[src/common/ecr_defs.svh]
// Constants for the error class routing block: register offsets, field layout, reset values.
// Assumes a 32-bit AHB-Lite register port decoding the low eight address bits.
`ifndef ECR_DEFS_SVH
`define ECR_DEFS_SVH

`define ECR_OFS_CTRL 8'h00
`define ECR_OFS_MARK 8'h04
`define ECR_OFS_STCHG 8'h08
`define ECR_OFS_URGENT 8'h0c
`define ECR_OFS_STATUS 8'h10

`define ECR_CTRL_RESET 32'h0000_0001
`define ECR_CTRL_WEAK_BIT 0
`define ECR_MARK_RESET 32'h0000_0000
`define ECR_FIELD_W 8
`define ECR_LOG_VALID_BIT 7
`define ECR_LOG_ENDM_LSB 5
`define ECR_CAUSE_W 5
`define ECR_LOG_CLEAR 8'h00
`define ECR_STAT_FATAL_BIT 0
`define ECR_STAT_PWDR_LSB 4
`define ECR_STAT_PADE_LSB 8
`define ECR_STAT_PAUGE_LSB 12
`define ECR_HTRANS_ACTIVE_BIT 1
`define ECR_HRESP_OKAY 1'b0
`define ECR_CORE0_MASK 4'h3
`define ECR_CORE1_MASK 4'hc
`define ECR_ALL_MASK 4'hf

`endif

[src/common/ecr_pkg.sv]
// Types shared by the error class routing block.
// Assumes ecr_defs.svh supplies the numeric constants.
package ecr_pkg;
	// Detected error sources as presented by the detectors
	typedef enum logic [4:0] {
		ERR_FATAL,
		ERR_EE_TRAP_ADDR_UE,
		ERR_OTHER_STATE_ERROR,
		ERR_EE_SIR_MAX,
		ERR_EE_TRAP_MAX,
		ERR_EE_WDT_MAX,
		ERR_SECOND_WDT_TIMEOUT,
		ERR_IUG_CTRL_REG,
		ERR_IUG_FIRST_WDT,
		ERR_IUG_EXEC_UNIT,
		ERR_IUG_REG_PARITY,
		ERR_IFETCH_UE,
		ERR_DFETCH_UE,
		ERR_AUTO_UGE,
		ERR_RAW_UE_L1,
		ERR_RAW_UE_L2,
		ERR_RESTRAIN_OTHER
	} ecr_err_t;
	// Severity classes
	typedef enum logic [1:0] {CLS_FATAL, CLS_STATE, CLS_URGENT, CLS_RESTRAIN} ecr_class_t;
	// Urgent error kinds
	typedef enum logic [2:0] {UGE_NONE, UGE_INSTR, UGE_IFETCH, UGE_DFETCH, UGE_AUTO} ecr_uge_t;
endpackage

[src/rtl/ecr_sync2.sv]
// Two-flop synchroniser for levels arriving from outside the clock domain.
// Assumes the input changes slowly compared with the clock.
`timescale 1ns/100ps
module ecr_sync2 #(
	parameter int W = 1
) (
	input wire logic clk_in,
	input wire logic rst_in,
	input wire logic ce_in,
	input wire logic [W-1:0] d_in,
	output logic [W-1:0] q_out
);
	logic [W-1:0] meta_q;
	logic [W-1:0] sync_q;

	// First stage feeds only the second stage
	always_ff @(posedge clk_in) begin
		if (rst_in) begin
			meta_q <= '0;
			sync_q <= '0;
		end else if (ce_in) begin
			meta_q <= d_in;
			sync_q <= meta_q;
		end
	end
	assign q_out = sync_q;
endmodule

[src/rtl/ecr_thread_sel.sv]
// Picks the lowest-numbered set bit of a thread mask.
// Assumes bit 0 is core0 thread0 and bits rise with core then thread.
`timescale 1ns/100ps
module ecr_thread_sel #(
	parameter int N = 4,
	parameter int IW = 2
) (
	input wire logic [N-1:0] mask_in,
	output logic found_out,
	output logic [IW-1:0] idx_out
);
	logic [N:0] below;
	logic [N-1:0] first;

	// Prefix OR: a thread wins only if no lower thread is eligible
	assign below[0] = 1'b0;
	for (genvar i = 0; i < N; i++) begin : g_pri
		assign below[i+1] = below[i] | mask_in[i];
		assign first[i] = mask_in[i] & ~below[i];
	end

	// Encode the single winner
	always_comb begin
		idx_out = '0;
		for (int i = 0; i < N; i++) begin
			if (first[i]) begin
				idx_out = IW'(i);
			end
		end
	end
	assign found_out = below[N];
endmodule

[src/rtl/ecr_top.sv]
// Error classification and routing for a module of two cores with two threads each.
// Assumes one error report per cycle from same-clock detectors, an AHB-Lite master on the
// register port, and a system controller whose fatal-reset pin is asynchronous.
`timescale 1ns/100ps
`include "ecr_defs.svh"
module ecr_top #(
	parameter int NT = 4,
	parameter int TW = 2
) (
	input wire logic clk_in,
	input wire logic rst_in,
	input wire logic ce_in,
	// AHB-Lite slave
	input wire logic hsel_in,
	input wire logic [31:0] haddr_in,
	input wire logic [1:0] htrans_in,
	input wire logic hwrite_in,
	input wire logic [2:0] hsize_in,
	input wire logic [31:0] hwdata_in,
	input wire logic hready_in,
	output logic [31:0] hrdata_out,
	output logic hreadyout_out,
	output logic hresp_out,
	// Error reports from detectors
	input wire logic err_valid_in,
	input wire ecr_pkg::ecr_err_t err_code_in,
	input wire logic [TW-1:0] err_thread_in,
	input wire logic [1:0] err_end_method_in,
	input wire logic weak_possible_in,
	// Thread state
	input wire logic [NT-1:0] suspended_in,
	input wire logic [NT-1:0] degraded_in,
	input wire logic [NT-1:0] uge_handler_in,
	// System controller pin
	input wire logic sysctl_fatal_reset_in,
	// Classification
	output logic class_valid_out,
	output ecr_pkg::ecr_class_t class_out,
	// Fatal reporting
	output logic fatal_report_out,
	output logic [NT-1:0] por_req_out,
	// Per-thread actions
	output logic [NT-1:0] wdr_req_out,
	output logic [NT-1:0] stchg_log_out,
	output logic [NT-1:0] urgent_log_out,
	output logic [NT-1:0] async_error_trap_out,
	output logic [NT-1:0] ifetch_trap_out,
	output logic [NT-1:0] dfetch_trap_out,
	output logic [NT-1:0] weak_complete_out,
	// Error marking
	output logic mark_valid_out,
	output logic [`ECR_FIELD_W-1:0] mark_id_out
);
	import ecr_pkg::*;

	localparam int FW = `ECR_FIELD_W;

	// Registers and state
	logic [31:0] ctrl_q;
	logic [31:0] mark_q;
	logic [FW-1:0] stchg_q [NT];
	logic [FW-1:0] urg_q [NT];
	logic fatal_q;
	logic cls_valid_q;
	ecr_class_t cls_q;
	logic mark_valid_q;
	logic [FW-1:0] mark_id_q;
	logic [NT-1:0] pend_wdr_q;
	logic [NT-1:0] pend_ade_q;
	logic [NT-1:0] pend_auge_q;
	logic [NT-1:0] pend_if_q;
	logic [NT-1:0] pend_df_q;
	logic [`ECR_CAUSE_W-1:0] st_cause_q [NT];
	logic [`ECR_CAUSE_W-1:0] ug_cause_q [NT];
	logic [1:0] ug_endm_q [NT];
	logic [NT-1:0] por_q;
	logic [NT-1:0] wdr_q;
	logic [NT-1:0] stlog_q;
	logic [NT-1:0] uglog_q;
	logic [NT-1:0] ade_q;
	logic [NT-1:0] if_q;
	logic [NT-1:0] df_q;
	logic [NT-1:0] weak_q;

	// Bus state
	logic bus_wr_q;
	logic [7:0] bus_addr_q;
	logic [31:0] rdata_q;

	// Classification results
	ecr_class_t cls_c;
	ecr_uge_t uge_c;
	logic [NT-1:0] scope_c;
	logic mark_c;
	logic [NT-1:0] tied_c;
	logic weak_en;
	logic sys_reset_s;
	logic sel_found;
	logic [TW-1:0] sel_idx;
	logic [NT-1:0] thread_bit;
	logic [NT-1:0] core_bits;
	logic fire;
	logic addr_ph;
	logic [31:0] status_c;
	logic [31:0] stchg_rd;
	logic [31:0] urg_rd;

	assign weak_en = ctrl_q[`ECR_CTRL_WEAK_BIT];
	assign fire = err_valid_in & ce_in;
	assign thread_bit = NT'(1) << err_thread_in;
	assign core_bits = err_thread_in[TW-1] ? `ECR_CORE1_MASK : `ECR_CORE0_MASK;

	// Fatal-reset pin comes from the system controller's own timing
	ecr_sync2 #(.W(1)) u_sync (
		.clk_in(clk_in),
		.rst_in(rst_in),
		.ce_in(ce_in),
		.d_in(sysctl_fatal_reset_in),
		.q_out(sys_reset_s)
	);

	// Sort each error into a class, a thread scope and an urgent kind
	always_comb begin
		cls_c = CLS_RESTRAIN;
		uge_c = UGE_NONE;
		scope_c = '0;
		mark_c = 1'b0;
		tied_c = '0;
		case (err_code_in)
			ERR_FATAL: begin
				cls_c = CLS_FATAL;
				scope_c = `ECR_ALL_MASK;
			end
			ERR_EE_TRAP_ADDR_UE, ERR_OTHER_STATE_ERROR: begin
				cls_c = CLS_STATE;
				scope_c = core_bits;
			end
			ERR_EE_SIR_MAX, ERR_EE_TRAP_MAX, ERR_EE_WDT_MAX, ERR_SECOND_WDT_TIMEOUT: begin
				cls_c = CLS_STATE;
				scope_c = thread_bit;
			end
			ERR_IUG_CTRL_REG, ERR_IUG_FIRST_WDT, ERR_IUG_EXEC_UNIT: begin
				cls_c = CLS_URGENT;
				uge_c = UGE_INSTR;
				scope_c = core_bits;
			end
			ERR_IUG_REG_PARITY: begin
				cls_c = CLS_URGENT;
				uge_c = UGE_INSTR;
				scope_c = thread_bit;
			end
			ERR_IFETCH_UE: begin
				cls_c = CLS_URGENT;
				uge_c = UGE_IFETCH;
				scope_c = thread_bit;
			end
			ERR_DFETCH_UE: begin
				cls_c = CLS_URGENT;
				uge_c = UGE_DFETCH;
				scope_c = thread_bit;
			end
			ERR_AUTO_UGE: begin
				cls_c = CLS_URGENT;
				uge_c = UGE_AUTO;
				scope_c = core_bits;
			end
			ERR_RAW_UE_L1: begin
				mark_c = 1'b1;
				tied_c = core_bits & ~degraded_in;
			end
			ERR_RAW_UE_L2: begin
				mark_c = 1'b1;
				tied_c = `ECR_ALL_MASK & ~degraded_in;
			end
			default: begin
				cls_c = CLS_RESTRAIN;
			end
		endcase
	end

	// Lowest eligible thread supplies the marking id
	ecr_thread_sel #(.N(NT), .IW(TW)) u_sel (
		.mask_in(tied_c),
		.found_out(sel_found),
		.idx_out(sel_idx)
	);

	// Class report and error marking, one cycle after the error
	always_ff @(posedge clk_in) begin
		if (rst_in) begin
			cls_valid_q <= 1'b0;
			cls_q <= CLS_RESTRAIN;
			mark_valid_q <= 1'b0;
			mark_id_q <= '0;
		end else if (ce_in) begin
			cls_valid_q <= err_valid_in;
			if (err_valid_in) begin
				cls_q <= cls_c;
			end
			mark_valid_q <= err_valid_in & mark_c & sel_found;
			if (err_valid_in & mark_c & sel_found) begin
				mark_id_q <= mark_q[sel_idx*FW +: FW];
			end
		end
	end

	// Fatal state holds until the controller's fatal reset arrives; a new fatal wins
	always_ff @(posedge clk_in) begin
		if (rst_in) begin
			fatal_q <= 1'b0;
		end else if (ce_in) begin
			if (err_valid_in && cls_c == CLS_FATAL) begin
				fatal_q <= 1'b1;
			end else if (sys_reset_s) begin
				fatal_q <= 1'b0;
			end
		end
	end

	// Per-thread deferral, delivery and logging
	for (genvar t = 0; t < NT; t++) begin : g_thr
		logic hit;
		logic run;
		logic fat;
		logic st_set;
		logic ug_set;
		logic aug_set;
		logic weak_done;
		logic instr_obs;
		logic dlv_wdr;
		logic dlv_ade;
		logic dlv_aug;
		logic dlv_if;
		logic dlv_df;
		logic st_clr;
		logic ug_clr;

		assign hit = fire & scope_c[t];
		assign run = ~suspended_in[t];
		assign fat = hit & (cls_c == CLS_FATAL);
		assign st_set = hit & (cls_c == CLS_STATE);
		assign instr_obs = (uge_c == UGE_INSTR) | (uge_c == UGE_IFETCH) | (uge_c == UGE_DFETCH);
		// Weak detect lets a damaged instruction finish where the pipe can do so
		assign weak_done = hit & instr_obs & weak_en & weak_possible_in;
		assign ug_set = hit & instr_obs & ~weak_done;
		assign aug_set = hit & (uge_c == UGE_AUTO) & ~weak_en;
		assign dlv_wdr = pend_wdr_q[t] & run;
		assign dlv_ade = pend_ade_q[t] & run;
		// Global interrupt enable is not consulted here
		assign dlv_aug = pend_auge_q[t] & run & ~uge_handler_in[t] & ~weak_en;
		assign dlv_if = pend_if_q[t] & run;
		assign dlv_df = pend_df_q[t] & run;
		assign st_clr = bus_wr_q & (bus_addr_q == `ECR_OFS_STCHG) & hwdata_in[t*FW+`ECR_LOG_VALID_BIT];
		assign ug_clr = bus_wr_q & (bus_addr_q == `ECR_OFS_URGENT) & hwdata_in[t*FW+`ECR_LOG_VALID_BIT];

		// Pending work and its cause; fatal bypasses suspend and the queue
		always_ff @(posedge clk_in) begin
			if (rst_in) begin
				pend_wdr_q[t] <= 1'b0;
				pend_ade_q[t] <= 1'b0;
				pend_auge_q[t] <= 1'b0;
				pend_if_q[t] <= 1'b0;
				pend_df_q[t] <= 1'b0;
				st_cause_q[t] <= '0;
				ug_cause_q[t] <= '0;
				ug_endm_q[t] <= '0;
			end else if (ce_in) begin
				if (fat) begin
					pend_wdr_q[t] <= 1'b0;
				end else if (st_set) begin
					pend_wdr_q[t] <= 1'b1;
				end else if (dlv_wdr) begin
					pend_wdr_q[t] <= 1'b0;
				end
				if (st_set) begin
					st_cause_q[t] <= `ECR_CAUSE_W'(err_code_in);
				end
				if (ug_set & (uge_c == UGE_INSTR)) begin
					pend_ade_q[t] <= 1'b1;
				end else if (dlv_ade) begin
					pend_ade_q[t] <= 1'b0;
				end
				if (weak_en) begin
					pend_auge_q[t] <= 1'b0;
				end else if (aug_set) begin
					pend_auge_q[t] <= 1'b1;
				end else if (dlv_aug) begin
					pend_auge_q[t] <= 1'b0;
				end
				if (ug_set & (uge_c == UGE_IFETCH)) begin
					pend_if_q[t] <= 1'b1;
				end else if (dlv_if) begin
					pend_if_q[t] <= 1'b0;
				end
				if (ug_set & (uge_c == UGE_DFETCH)) begin
					pend_df_q[t] <= 1'b1;
				end else if (dlv_df) begin
					pend_df_q[t] <= 1'b0;
				end
				if (ug_set | aug_set) begin
					ug_cause_q[t] <= `ECR_CAUSE_W'(err_code_in);
					ug_endm_q[t] <= err_end_method_in;
				end
			end
		end

		// One-cycle action pulses to the thread
		always_ff @(posedge clk_in) begin
			if (rst_in) begin
				por_q[t] <= 1'b0;
				wdr_q[t] <= 1'b0;
				stlog_q[t] <= 1'b0;
				uglog_q[t] <= 1'b0;
				ade_q[t] <= 1'b0;
				if_q[t] <= 1'b0;
				df_q[t] <= 1'b0;
				weak_q[t] <= 1'b0;
			end else if (ce_in) begin
				por_q[t] <= fat;
				wdr_q[t] <= dlv_wdr & ~fat;
				stlog_q[t] <= fat | (dlv_wdr & ~fat);
				uglog_q[t] <= dlv_ade | dlv_aug;
				ade_q[t] <= dlv_ade | dlv_aug;
				if_q[t] <= dlv_if;
				df_q[t] <= dlv_df;
				weak_q[t] <= weak_done;
			end
		end

		// Software-visible logs; a new entry wins over a clear in the same cycle
		always_ff @(posedge clk_in) begin
			if (rst_in) begin
				stchg_q[t] <= `ECR_LOG_CLEAR;
				urg_q[t] <= `ECR_LOG_CLEAR;
			end else if (ce_in) begin
				if (fat) begin
					stchg_q[t] <= {1'b1, 2'b00, `ECR_CAUSE_W'(err_code_in)};
				end else if (dlv_wdr) begin
					stchg_q[t] <= {1'b1, 2'b00, st_cause_q[t]};
				end else if (st_clr) begin
					stchg_q[t] <= `ECR_LOG_CLEAR;
				end
				if (dlv_ade | dlv_aug) begin
					urg_q[t] <= {1'b1, ug_endm_q[t], ug_cause_q[t]};
				end else if (ug_clr) begin
					urg_q[t] <= `ECR_LOG_CLEAR;
				end
			end
		end

		assign stchg_rd[t*FW +: FW] = stchg_q[t];
		assign urg_rd[t*FW +: FW] = urg_q[t];
	end

	// Status word: fatal state and pending reset, async trap and auto urgent work per thread
	always_comb begin
		status_c = '0;
		status_c[`ECR_STAT_FATAL_BIT] = fatal_q;
		status_c[`ECR_STAT_PWDR_LSB +: NT] = pend_wdr_q;
		status_c[`ECR_STAT_PADE_LSB +: NT] = pend_ade_q;
		status_c[`ECR_STAT_PAUGE_LSB +: NT] = pend_auge_q;
	end

	assign addr_ph = hsel_in & htrans_in[`ECR_HTRANS_ACTIVE_BIT] & hready_in;

	// Address phase capture; read data is fetched here so it leaves a flop
	always_ff @(posedge clk_in) begin
		if (rst_in) begin
			bus_wr_q <= 1'b0;
			bus_addr_q <= '0;
			rdata_q <= '0;
		end else if (ce_in) begin
			bus_wr_q <= addr_ph & hwrite_in;
			if (addr_ph) begin
				bus_addr_q <= haddr_in[7:0];
			end
			if (addr_ph & ~hwrite_in) begin
				case (haddr_in[7:0])
					`ECR_OFS_CTRL: rdata_q <= ctrl_q;
					`ECR_OFS_MARK: rdata_q <= mark_q;
					`ECR_OFS_STCHG: rdata_q <= stchg_rd;
					`ECR_OFS_URGENT: rdata_q <= urg_rd;
					`ECR_OFS_STATUS: rdata_q <= status_c;
					default: rdata_q <= '0;
				endcase
			end
		end
	end

	// Writable control and marking id registers
	always_ff @(posedge clk_in) begin
		if (rst_in) begin
			ctrl_q <= `ECR_CTRL_RESET;
			mark_q <= `ECR_MARK_RESET;
		end else if (ce_in && bus_wr_q) begin
			if (bus_addr_q == `ECR_OFS_CTRL) begin
				ctrl_q <= {31'h0, hwdata_in[`ECR_CTRL_WEAK_BIT]};
			end
			if (bus_addr_q == `ECR_OFS_MARK) begin
				mark_q <= hwdata_in;
			end
		end
	end

	assign hrdata_out = rdata_q;
	assign hreadyout_out = 1'b1;
	assign hresp_out = `ECR_HRESP_OKAY;
	assign class_valid_out = cls_valid_q;
	assign class_out = cls_q;
	assign fatal_report_out = fatal_q;
	assign por_req_out = por_q;
	assign wdr_req_out = wdr_q;
	assign stchg_log_out = stlog_q;
	assign urgent_log_out = uglog_q;
	assign async_error_trap_out = ade_q;
	assign ifetch_trap_out = if_q;
	assign dfetch_trap_out = df_q;
	assign weak_complete_out = weak_q;
	assign mark_valid_out = mark_valid_q;
	assign mark_id_out = mark_id_q;
endmodule

[config.mk]
export PLATFORM = sky130hd
export DESIGN_NAME = ecr_top
export DESIGN_NICKNAME = d
export VERILOG_FILES = /design/src/common/ecr_pkg.sv /design/src/rtl/ecr_sync2.sv /design/src/rtl/ecr_thread_sel.sv /design/src/rtl/ecr_top.sv
export VERILOG_INCLUDE_DIRS = /design/src /design/src/common
export SDC_FILE = /design/constraint.sdc
export NUM_CORES = 1
export LEC_CHECK = 0
export ABC_AREA = 1
export BUFFER_PORTS_ARGS = -buffer_cell sky130_fd_sc_hd__buf_4
export CORE_ASPECT_RATIO = 1.2
export CORE_MARGIN = 2
export CORE_UTILIZATION = 50
export CTS_CLUSTER_SIZE = 28
export DETAILED_ROUTE_END_ITERATION = 10
export PLACE_DENSITY = 0.72
export SYNTH_ARGS = -nofsm -noshare
export SYNTH_HDL_FRONTEND = slang
export SYNTH_SLANG_ARGS = --single-unit
[constraint.sdc]
create_clock -name clk_in -period 3.1 [get_ports clk_in]
set_clock_uncertainty 0.1 [all_clocks]
set_input_delay 0 -clock clk_in [delete_from_list [all_inputs] [get_ports clk_in]]
set_output_delay 0 -clock clk_in [all_outputs]
set_load 0.02 [all_outputs]
# Word-level counts from Yosys, hierarchy flattened

Memories as Yosys holds them, arrays and structs flattened.
Cells that the tools add are included.

Bitwise logic cells: 172
Reduce and logical (&&, ||, !) cells: 60
Shift operators: 2
Muxes and demuxes: 222
Equal/unequal tests: 27

Operators with widths:

| operator                                                               | count |
|---|---|
| 1-bit 2-to-1 mux                                                       | 182 |
| 32-bit one-hot mux with 5 select lines                                 | 1 |
| 1-bit AND                                                              | 100 |
| 6-bit 2-to-1 mux                                                       | 12 |
| 8-bit 2-to-1 mux                                                       | 8 |
| 2-bit AND reduction                                                    | 27 |
| 1-bit OR                                                               | 49 |
| 5-bit by 4-bit equality test with 1-bit output (second input constant) | 8 |
| 5-bit 2-to-1 mux                                                       | 8 |
| 8-bit by 4-bit equality test with 1-bit output (second input constant) | 4 |
| 32-bit by 6-bit indexed part select with 8-bit output                  | 1 |
| 2-bit nonzero test                                                     | 13 |
| 3-bit nonzero test                                                     | 8 |
| 1-bit inverter                                                         | 21 |
| 5-bit by 3-bit equality test with 1-bit output (second input constant) | 4 |
| 8-bit by 3-bit equality test with 1-bit output (second input constant) | 2 |
| 8-bit zero test                                                        | 2 |
| 7-bit OR reduction                                                     | 2 |
| 2-bit 2-to-1 mux                                                       | 6 |
| 3-bit one-hot mux with 4 select lines                                  | 1 |
| 4-bit one-hot mux with 3 select lines                                  | 1 |
| 6-bit OR reduction                                                     | 2 |
| 5-bit by 2-bit equality test with 1-bit output (second input constant) | 2 |
| 8-bit by 5-bit equality test with 1-bit output (second input constant) | 1 |
| 16 further kinds                                                       | 18 |

Logic and storage cells: 548
Output and inout port bits: 79
Memories: 5
Bits in registers: 137
Input bits: 99
Bits in writable memories: 104

Memories:

| memory     | depth | width | read ports | clocked after Yosys merged registers in | wr ports | line          | text |
|---|---|---|---|---|---|---|---|
| urg_q      | 4     | 8     | 4          | 0                                       | 4        | ecr_top.sv:62 | `logic [FW-1:0] urg_q [NT];` |
| stchg_q    | 4     | 6     | 4          | 0                                       | 4        | ecr_top.sv:61 | `logic [FW-1:0] stchg_q [NT];` |
| st_cause_q | 4     | 5     | 4          | 0                                       | 4        | ecr_top.sv:73 | `` logic [`ECR_CAUSE_W-1:0] st_cause_q [NT]; `` |
| ug_cause_q | 4     | 5     | 4          | 0                                       | 4        | ecr_top.sv:74 | `` logic [`ECR_CAUSE_W-1:0] ug_cause_q [NT]; `` |
| ug_endm_q  | 4     | 2     | 4          | 0                                       | 4        | ecr_top.sv:75 | `logic [1:0] ug_endm_q [NT];` |

# Depth between registers and ports, before layout

Gate-level depths: netlist of run 1.

Depth after elaboration: 17
Depth in mapped cells: 14
Depth with buffers taken out: 14

# By module

A second synthesis of run 1 with hierarchy kept.

Cell total of the unflattened synthesis: 1250
Area, all modules: 10487.6 sq um

Modules (own cells, without submodules):

| module         | cells an instance | area each (sq um) | times used | seq. area each (sq um) |
|---|---|---|---|---|
| ecr_top        | 1228              | 10354.9           | 1          | 5825.6 |
| ecr_sync2      | 13                | 83.8              | 1          | 40.0 |
| ecr_thread_sel | 9                 | 48.8              | 1          | 0.0 |

# Worst setup path before layout of run 1

OpenSTA, ideal clock, no wires.

Path kind: reg2reg
Start: register bus_addr_q[0]
End: memory stchg_q[0][0] (netlist name) (enable)
Clock period less this slack: 2353 ps
Setup slack: 747 ps
Buffers on the path: 0
Setup time: 393 ps
Stages on the path, launching flop included: 5
Data arrival time: 1860 ps
Data required time: 2607 ps
Cell sequence: dfxtp_1 or2_2 nor3_1 nand3_1 o311ai_0

RTL lines:

| element                  | line           | text |
|---|---|---|
| start: declaration       | ecr_top.sv:87  | `logic [7:0] bus_addr_q;` |
| start signal: assignment | ecr_top.sv:375 | `bus_addr_q <= haddr_in[7:0];` |
| end: declaration         | ecr_top.sv:61  |  |

==> summary.txt, run 1 <==
Wire length per cell: 17.2 um
Portion of the post-synthesis area used by sequential elements: 56.1%
Largest net degree at the start of global routing: 72
Path type of the worst min-delay path: primary input to flip-flop
Number of hold-repair buffers added at the cts stage: 70
Layout filler cell count: 1665
Initial antenna violation count: 0
Number of clock sinks: 241
Final setup violating endpoints: 0
Pwr Total: 6.68 mW
Number of I/O pins: 178
Number of endpoints with negative hold slack in the final report: 0
Cell area after placement: 0.0118 sq mm
Number of different library cells in the post-synthesis netlist: 41
Routed wire length: 29900 um
Slowest Stage Delay on Critical Path: 0.76 ns
Die outline area: 0.0221 sq mm
Floorplan core area: 0.0204 sq mm
Rel. slew slack: 35.2%
Netlist area before placement: 0.0105 sq mm
Ant diodes: 0
Portion of netlist area occupied by mux cells: 0%
Finished layout cell area: 0.0133 sq mm
Post_cts resized: 0
Effective utilization at floorplan: 51.2%
Clock latency at the later pin of the worst-skew pair: 0.51 ns
Fin crit period: 2.67 ns
Leading cell type in the layout, fill and taps excluded: nand2_1
Post-synthesis share of cell area spent on and, or, nand and nor gates: 22.8%
Residual DRC count: 0
Pwr dens: 504 mW/mm^2
Die height: 162 um
Root buffer cell: clkbuf_16
Area growth syn-to-layout: 26.9%
Static leakage: 5.46 nW
Worst slack at placement: 0.725 ns
Post-Route Hold Slack: 0.0306 ns
Least setup slack across all paths after layout: 0.428 ns
Buffers on Ports: 147
Longest Clk Path Bufs: 3
Worst path slowest cell: o21ai_0
H-tree depth: 1
Count of buffers added by post-CTS timing repair for setup: 0
Total negative slack for setup checks: 0 ns
Endpoint required time on the critical path: 3.14 ns
Critical path's top delay family: buffers and inverters
TritonCTS buffer count: 24
Cell seen most often among critical-path stages: nand2_2
Worst Max-Slew Pin Slew: 0.971 ns
HPWL Detailed: 20900 um
Number of global-route vias before repair: 8882
Buf/Inv on CP: 4
Post-synthesis instance total: 1250
Sequence of cells on the critical path: dlygate4sd3_1, buf_4, nor2_1, dlygate4sd3_1, nand3_1, nand2_1, inv_1, nand2_2, nand2_1, nand2_2, nand2_2, o21ai_0
Final antenna-violating net count: 0
Arrival time at the worst endpoint: 2.71 ns
Setup repair after global routing missed its margin: no
Clock slew at the register clock pins of the worst setup and hold paths: 0.06 ns
Commonest cells after routing, fill and taps aside: 220 x nand2_1, 165 x buf_4, 153 x nor2_1, 146 x inv_1, 137 x dfxtp_1
Combinational family with the most area after synthesis: simple AND/OR/NAND/NOR gates
Fin nets: 1557
Average cell area after synthesis: 8.36 sq um
Worst setup path category: primary input to flip-flop
Number of iterations in the first detailed-routing pass: 6
Post-synthesis share of cell area spent on xor and xnor gates: 0%
Wire length of the first global-routing pass: 45900 um
Die X-Extent: 136 um
Adder-cell share of the synthesized area: 0%
Highest attainable clock frequency: 0.374 GHz
Routed vias: 9298
Share of the synthesized area in compound gates (AO/OA/AOI/OAI): 12.5%
Total global routing overflow: 0
Number of pins with negative max-slew slack in the final report: 0
Routed vias/inst: 5.34
Layout cell share with drive strength beyond 1: 16.7%
CP Max Fanout: 6
Max-cap violations: 0
Outcome: finished, final reports clean
Fin crit share: 86.2%
Critical path startpoint category: primary input
TritonCTS clock tree: yes
Floorplan row count: 57
Detailed router's first-iteration violation count: 916
Maximum VDD drop: 0.360 mV
Critical Path End Type: flip-flop
Overall routing resource usage: 26.6%
Last weighted congestion value of the routability-driven placer: 0.910
Number of warnings printed during yosys synthesis: 0
Flop and latch count out of synthesis: 241
-- state kept, by name, summed over array words and instances (netlist names), 8 cells and up --
signal / flops
st_cause_q: 20
ug_endm_q: 8
mark_q: 32
ug_cause_q: 20
bus_addr_q: 8
stchg_q: 24
mark_id_out: 8
urg_q: 32
hrdata_out: 32
-- metrics by stage --
stage | util (%) | cells
2_1_floorplan | - | 1262
3_3_place_gp | 57.8 | 1627
3_5_place_dp | 57.8 | 1627
4_1_cts | 65.0 | 1741
5_1_grt | 65.0 | 1741
6_report | 65.0 | 1741
-- metal layers --
| layer | part of all wire (%) | GRT usage, % |
|---|---|---|
| met1 | 39 | 33.7 |
| met4 | 4.2 | 12.2 |
| met2 | 49 | 45.1 |
| met5 | 0 | 0 |
| met3 | 7.7 | 3.86 |
-- worst register-to-register path, cell delays in order, from the launching register on --
cell,delay (ns)
dfxtp_1,0.31
or2_2,0.31
nor3b_1,0.37
nand2_1,0.22
o211ai_1,0.69
-- path summary, 6_finish.rpt --
check                           cells after the start  slack [ns]           start          endpoint
worst max-delay path                               12        0.43  err_code_in[3]  st_cause_q[0][4]
worst min-delay path                                4        0.03       hready_in     bus_addr_q[7]
worst max register to register                      4        0.73   bus_addr_q[0]       urg_q[0][2]
worst min register to register                      2        0.36   u_sync.meta_q     u_sync.meta_q
-- where the power goes --
part	total (mW)	internal [mW]	switching (mW)
Combinational	0.457	0.179	0.278
Sequential	3.40	3.37	0.0233
Clock	2.82	1.67	1.15
Total	6.68	5.23	1.45
-- final cells by class --
class                      instances  area [sq um]  area share (%)
multi-input combinational        798          3750            28.3
timing repair buffer             235          1940            14.6
tap                              265           332            2.50
sequential                       241          5870            44.2
inverter                         158           597            4.50
clock inverter                     3          15.0           0.113
clock buffer                      41           764            5.76
-- kinds of logic after synthesis --
family,Yosys count
buffers and inverters,223
other,2
and+or+nand+nor,546
DFF,241
AOI/OAI and AO/OA,238
-- Yosys cell counts (all sizes together) --
| library cell | count | area, sq um |
|---|---|---|
| o21a | 3 | 22.5 |
| inv | 156 | 588 |
| o211ai | 22 | 165 |
| dfxtp | 137 | 2740 |
| nor3 | 9 | 56.3 |
| o21ai | 94 | 470 |
| nor4 | 2 | 12.5 |
| a31o | 2 | 17.5 |
| a211oi | 1 | 7.51 |
| edfxtp | 104 | 3120 |
| a311o | 1 | 10.0 |
| nor3b | 1 | 7.51 |
| o311ai | 3 | 26.3 |
| conb | 2 | 7.51 |
| buf | 22 | 135 |
| a31oi | 3 | 18.8 |
| or2 | 2 | 12.5 |
| a22oi | 1 | 7.51 |
| o221ai | 2 | 17.5 |
| clkinv | 2 | 8.75 |
| nor2 | 161 | 624 |
| clkbuf | 43 | 161 |
| nand3 | 123 | 653 |
| nand4 | 14 | 100 |
| nand2 | 234 | 916 |
| a21oi | 103 | 515 |
| o31ai | 3 | 22.5 |
Power figures use the tool's default switching activity.
==> run 2: changes to the inputs <==
- CTS_BUF_LIST: default -> sky130_fd_sc_hd__clkbuf_8 sky130_fd_sc_hd__clkbuf_16
- MAX_ROUTING_LAYER: default -> met4
==> run 2 against run 1 <==
Combinational power about the same. Die area unchanged. Via count fell by 0.67%. Total power fell by 0.69%. Core utilization barely moved. Non-clock buffer count is the same. Sequential cell count unchanged. Critical path type unchanged. Routed wire length decreased by 0.68%.
==> summary.txt, run 2 (synthesized netlist as in run 1, its figures left out) <==
Setup slack of the worst register-to-register path: 0.47 ns (was 0.73 ns)
Longest Clk Path Bufs: 3 (unchanged)
Routed vias: 9236 (was 9298)
Number of I/O pins: 178 (unchanged)
Worst setup path category: primary input to flip-flop (unchanged)
Floorplan row count: 57 (unchanged)
Detailed router's first-iteration violation count: 819 (was 916)
Largest net degree at the start of global routing: 72 (unchanged)
H-tree depth: 1 (unchanged)
Worst Max-Slew Pin Slew: 0.953 ns (was 0.971 ns)
Total area of multi-input combinational cells: 0.00375 sq mm (unchanged)
Path type of the worst min-delay path: primary input to flip-flop (unchanged)
TritonCTS clock tree: yes (unchanged)
Last weighted congestion value of the routability-driven placer: 0.949 (was 0.910)
Root buffer cell: clkbuf_16 (unchanged)
Final antenna-violating net count: 0 (unchanged)
CP Max Fanout: 6 (unchanged)
Pwr Total: 6.63 mW (was 6.68 mW)
Static leakage: 5.49 nW (was 5.46 nW)
Number of clock sinks: 241 (unchanged)
Ant diodes: 0 (unchanged)
Number of endpoints with negative hold slack in the final report: 0 (unchanged)
TritonCTS buffer count: 24 (unchanged)
Startpoint of the worst hold path: degraded_in[3] (was hready_in)
Residual DRC count: 0 (unchanged)
Sequence of cells on the critical path: dlygate4sd3_1, buf_4, nor2_2, dlygate4sd3_1, inv_2, nor2_2, nor2_1, nand2_2, nand2_1, nand2_1, nand3_1, o21ai_0 (was dlygate4sd3_1, buf_4, nor2_1, dlygate4sd3_1, nand3_1, nand2_1, inv_1, nand2_2, nand2_1, nand2_2, nand2_2, o21ai_0)
Critical Path End Type: flip-flop (unchanged)
Rel. slew slack: 36.4% (was 35.2%)
Max-cap violations: 0 (unchanged)
Slowest Stage Delay on Critical Path: 0.73 ns (was 0.76 ns)
Worst path slowest cell: o21ai_0 (unchanged)
Outcome: finished, final reports clean (unchanged)
Overall routing resource usage: 27.5% (was 26.6%)
Buffers on Ports: 147 (unchanged)
Initial antenna violation count: 0 (unchanged)
Number of global-route vias before repair: 8800 (was 8882)
Endpoint required time on the critical path: 3.13 ns (was 3.14 ns)
Leading cell type in the layout, fill and taps excluded: nand2_1 (unchanged)
Commonest cells after routing, fill and taps aside: 220 x nand2_1, 163 x buf_4, 154 x inv_1, 153 x nor2_1, 137 x dfxtp_1 (was 220 x nand2_1, 165 x buf_4, 153 x nor2_1, 146 x inv_1, 137 x dfxtp_1)
Layout cell share with drive strength beyond 1: 16.5% (was 16.7%)
Routed wire length: 29700 um (was 29900 um)
Area growth syn-to-layout: 26.9% (about the same)
Floorplan core area: 0.0204 sq mm (unchanged)
Worst Hold Path Cells: 6 (was 4)
Layout filler cell count: 1646 (was 1665)
Maximum VDD drop: 0.348 mV (was 0.360 mV)
Routed vias/inst: 5.30 (was 5.34)
R2R Path Start: ctrl_q[0] (was bus_addr_q[0])
Clock latency at the later pin of the worst-skew pair: 0.51 ns (about the same)
Highest attainable clock frequency: 0.348 GHz (was 0.374 GHz)
Setup repair after global routing missed its margin: no (unchanged)
Die outline area: 0.0221 sq mm (unchanged)
Effective utilization at floorplan: 51.2% (unchanged)
Number of cells on the worst reg-to-reg path: 6 (was 4)
Fin nets: 1557 (unchanged)
Die X-Extent: 136 um (unchanged)
Reg area: 0.00587 sq mm (unchanged)
Number of pins with negative max-slew slack in the final report: 0 (unchanged)
Wire length per cell: 17.0 um (was 17.2 um)
Number of iterations in the first detailed-routing pass: 6 (unchanged)
Clock slew at the register clock pins of the worst setup and hold paths: 0.07 ns (was 0.06 ns)
Critical path startpoint category: primary input (unchanged)
End point of the worst hold path: mark_valid_out (was bus_addr_q[7])
Total negative slack for setup checks: 0 ns (unchanged)
Arrival time at the worst endpoint: 2.91 ns (was 2.71 ns)
Die height: 162 um (unchanged)
Final setup violating endpoints: 0 (unchanged)
HPWL Detailed: 21000 um (was 20900 um)
Fin crit share: 92.7% (was 86.2%)
Pwr dens: 500 mW/mm^2 (was 504 mW/mm^2)
Total global routing overflow: 0 (unchanged)
Post_cts resized: 0 (unchanged)
Fin crit period: 2.87 ns (was 2.67 ns)
Endpoint of the worst-slack reg-to-reg timing path: urg_q[1][3] (was urg_q[0][2])
Wire length of the first global-routing pass: 45700 um (was 45900 um)
==> run 2: worst max-delay path by stage <==
stage	from	end	slack, ns	cells past startpoint
global placement	ce_in	stchg_q[1][0]	0.82	9
detailed placement	err_code_in[2]	st_cause_q[0][2]	0.80	10
CTS	err_code_in[1]	st_cause_q[3][4]	0.27	12
global route	err_code_in[1]	st_cause_q[3][3]	0.12	12
finish	err_code_in[1]	st_cause_q[3][3]	0.23	12
floorplan	bus_addr_q[0]	stchg_q[0][0]	0.75	4
==> run 2: layout make-up <==
cell class / count / area share [%]
flip-flops and latches: 241 / 44.2
multi-input cells: 798 / 28.3
repair buffers: 235 / 14.7
clock buffers: 32 / 5.44
inverters: 158 / 4.50
well taps: 265 / 2.50
clock inverters: 12 / 0.377
==> run 2: report_power, final <==
part           switching, mW  total (mW)  leakage (nW)  internal, mW
sequential            0.0238        3.40          2.17          3.37
combinational          0.277       0.455          2.91         0.178
clock                   1.16        2.78         0.417          1.62
total                   1.46        6.63          5.49          5.17
==> run 2: per-layer routing <==
metal / share of wire [%] / global-route usage (%) / wire length (um) / up-vias
li1: - / - / - / 4517
met1: 40 / 33.6 / 11800 / 4206
met2: 49 / 46.3 / 14600 / 414
met3: 6.8 / 3.24 / 2030 / 99
met4: 4.4 / 11.6 / 1310 / 0
met5: 0 / - / 0 / -
==> run 2: repair_timing <==
action / in CTS / in global routing
hold endpoints to repair: 162 / 0
hold buffers: 72 / 0
buffers inserted: 0 / 0
==> run 2: critical path: cells and delay by family <==
kind            cells  cell delay, ns
compound gates      1            0.73
buf+inv             4            1.32
simple gates        7            0.86
==> run 2: stage by stage <==
| stage | instance area, sq um | worst slack (ns) | utilization [%] | hold WS [ns] | cells |
|---|---|---|---|---|---|
| 5_1_grt | 13300 | 0.122 | 65.0 | 0.0472 | 1741 |
| 2_1_floorplan | 10500 | 0.747 | - | 0.0476 | 1262 |
| 3_5_place_dp | 11800 | 0.798 | 57.7 | 0.158 | 1625 |
| 4_1_cts | 13300 | 0.271 | 65.0 | 0.0166 | 1741 |
| 6_report | 13300 | 0.227 | 65.0 | 0.0529 | 1741 |
| 3_3_place_gp | 11800 | 0.819 | 57.7 | 0.164 | 1625 |
==> run 3: changes to the inputs <==
- CORE_ASPECT_RATIO: 1.2 -> 1.4
- CORE_UTILIZATION: 50 -> 35
- PLACE_DENSITY: 0.72 -> default
==> run 3 against run 2 <==
Worst setup slack improved by 0.14 ns. Clock power rose by 3%. Non-clock buffer count rose by 9. Critical path depth did not move. Register-to-register slack improved by 0.18 ns. Total power rose by 1.5%. Global-route usage fell by 7.5 points. Clock-buffer cell count fell by 6. Core utilization fell by 19 points. Final area rose by 1.7%. Via count fell by 1.8%. Largest power group unchanged.
==> summary.txt, run 3 (synthesized netlist as in run 1, its figures left out) <==
Outcome: finished, final reports clean (unchanged)
Clock slew at the register clock pins of the worst setup and hold paths: 0.06 ns (was 0.07 ns)
Die height: 208 um (was 162 um)
TritonCTS clock tree: yes (unchanged)
Pwr dens: 499 mW/mm^2 (was 500 mW/mm^2)
Layout cell share with drive strength beyond 1: 16.9% (was 16.5%)
Total global routing overflow: 0 (unchanged)
Commonest cells after routing, fill and taps aside: 220 x nand2_1, 169 x buf_4, 153 x nor2_1, 149 x inv_1, 137 x dfxtp_1 (was 220 x nand2_1, 163 x buf_4, 154 x inv_1, 153 x nor2_1, 137 x dfxtp_1)
Leading cell type in the layout, fill and taps excluded: nand2_1 (unchanged)
Cell area after placement: 0.0120 sq mm (was 0.0118 sq mm)
Non-filler instance count after layout: 1864 (was 1741)
Worst setup path category: primary input to flip-flop (unchanged)
Pwr Total: 6.73 mW (was 6.63 mW)
Routed vias/inst: 4.87 (was 5.30)
Reg area: 0.00587 sq mm (unchanged)
Setup repair after global routing missed its margin: no (unchanged)
Fin crit period: 2.74 ns (was 2.87 ns)
Fin crit share: 88.3% (was 92.7%)
Area growth syn-to-layout: 29.1% (was 26.9%)
Layout filler cell count: 2841 (was 1646)
Arrival time at the worst endpoint: 2.78 ns (was 2.91 ns)
Number of global-route vias before repair: 8698 (was 8800)
Buffers on Ports: 147 (unchanged)
Number of clock sinks: 241 (unchanged)
Initial antenna violation count: 0 (unchanged)
Post-Route Hold Slack: 0.0364 ns (was 0.0529 ns)
Overall routing resource usage: 20.0% (was 27.5%)
Rel. slew slack: 32.0% (was 36.4%)
TritonCTS buffer count: 24 (unchanged)
Routed vias: 9069 (was 9236)
Last weighted congestion value of the routability-driven placer: 0.930 (was 0.949)
Die X-Extent: 150 um (was 136 um)
Final antenna-violating net count: 0 (unchanged)
Die outline area: 0.0313 sq mm (was 0.0221 sq mm)
Number of pins with negative max-slew slack in the final report: 0 (unchanged)
Number of I/O pins: 178 (unchanged)
Cell count after placement: 1746 (was 1625)
Residual DRC count: 0 (unchanged)
Total area of multi-input combinational cells: 0.00375 sq mm (unchanged)
Critical path startpoint category: primary input (unchanged)
Worst Max-Slew Pin Slew: 1.02 ns (was 0.953 ns)
Wire length per cell: 16.6 um (was 17.0 um)
Endpoint required time on the critical path: 3.14 ns (was 3.13 ns)
Total negative slack for setup checks: 0 ns (unchanged)
HPWL Detailed: 23100 um (was 21000 um)
Path type of the worst min-delay path: primary input to flip-flop (unchanged)
Finished layout cell area: 0.0135 sq mm (was 0.0133 sq mm)
Largest net degree at the start of global routing: 45 (was 72)
Max-cap violations: 0 (unchanged)
Routed wire length: 30900 um (was 29700 um)
Effective utilization at floorplan: 35.7% (was 51.2%)
Longest Clk Path Bufs: 3 (unchanged)
Critical Path End Type: flip-flop (unchanged)
Wire length of the first global-routing pass: 47600 um (was 45700 um)
Maximum VDD drop: 0.338 mV (was 0.348 mV)
Fin nets: 1566 (was 1557)
Final setup violating endpoints: 0 (unchanged)
Highest attainable clock frequency: 0.365 GHz (was 0.348 GHz)
Static leakage: 5.52 nW (was 5.49 nW)
Floorplan row count: 74 (was 57)
Ant diodes: 0 (unchanged)
Floorplan core area: 0.0293 sq mm (was 0.0204 sq mm)
Number of iterations in the first detailed-routing pass: 5 (was 6)
H-tree depth: 1 (unchanged)
Root buffer cell: clkbuf_16 (unchanged)
CP Max Fanout: 6 (unchanged)
Number of endpoints with negative hold slack in the final report: 0 (unchanged)
Detailed router's first-iteration violation count: 505 (was 819)
Clock latency at the later pin of the worst-skew pair: 0.53 ns (was 0.51 ns)
## run 3: routing by layer
metal  wire length, um  part of all wire, %  GRT usage (%)
met5                 0                    0              -
met4              1270                  4.1           8.20
met3              1410                  4.6           2.17
met2             15600                   50           34.7
met1             12600                   41           23.4
## run 3: report_power, final
group          internal (mW)  leakage [nW]  switching [mW]
clock                   1.66         0.402            1.22
sequential              3.37          2.17          0.0245
combinational          0.186          2.95           0.276
total                   5.22          5.52            1.52
## run 3: worst paths after layout
path / from / to / slack [ns] / depth (start not counted)
setup reg to reg: ctrl_q[0] / urg_q[3][4] / 0.65 / 8
setup / recovery: err_code_in[1] / st_cause_q[3][4] / 0.36 / 12
hold / removal: hready_in / bus_addr_q[5] / 0.04 / 4
hold reg to reg: pend_auge_q[0] / pend_auge_q[0] / 0.36 / 2
## run 3: area by class of cell
| cell class | instances | share of cell area, % |
|---|---|---|
| flip-flops and latches | 241 | 43.5 |
| multi-input cells | 798 | 27.8 |
| repair buffers | 244 | 15.0 |
| clock buffers | 26 | 4.74 |
| inverters | 158 | 4.42 |
| well taps | 380 | 3.52 |
| clock inverters | 17 | 1.08 |
## run 3: worst max-delay path: stages
cell and delay [ns]:
dlygate4sd3_1 0.54, buf_4 0.16, nor2_2 0.16, dlygate4sd3_1 0.62, inv_2 0.04, nor2_2 0.21, nor2_1 0.09, nand2_2 0.10
nand2_1 0.06, nand2_1 0.06, nand3_1 0.14, o21ai_0 0.58
## run 3: through the flow
| stage | util, % | setup slack [ns] |
|---|---|---|
| after floorplan | - | 0.747 |
| after global placement | 40.9 | 0.664 |
| after detailed placement | 40.9 | 0.626 |
| after CTS | 46.1 | 0.367 |
| after global routing | 46.1 | 0.163 |
| final | 46.1 | 0.362 |
## run 3: what timing repair did
action                    4_1_cts  5_1_grt
setup buffers                   0        0
hold buffers                   75        0
resized for setup               0        0
hold endpoints to repair      162        0
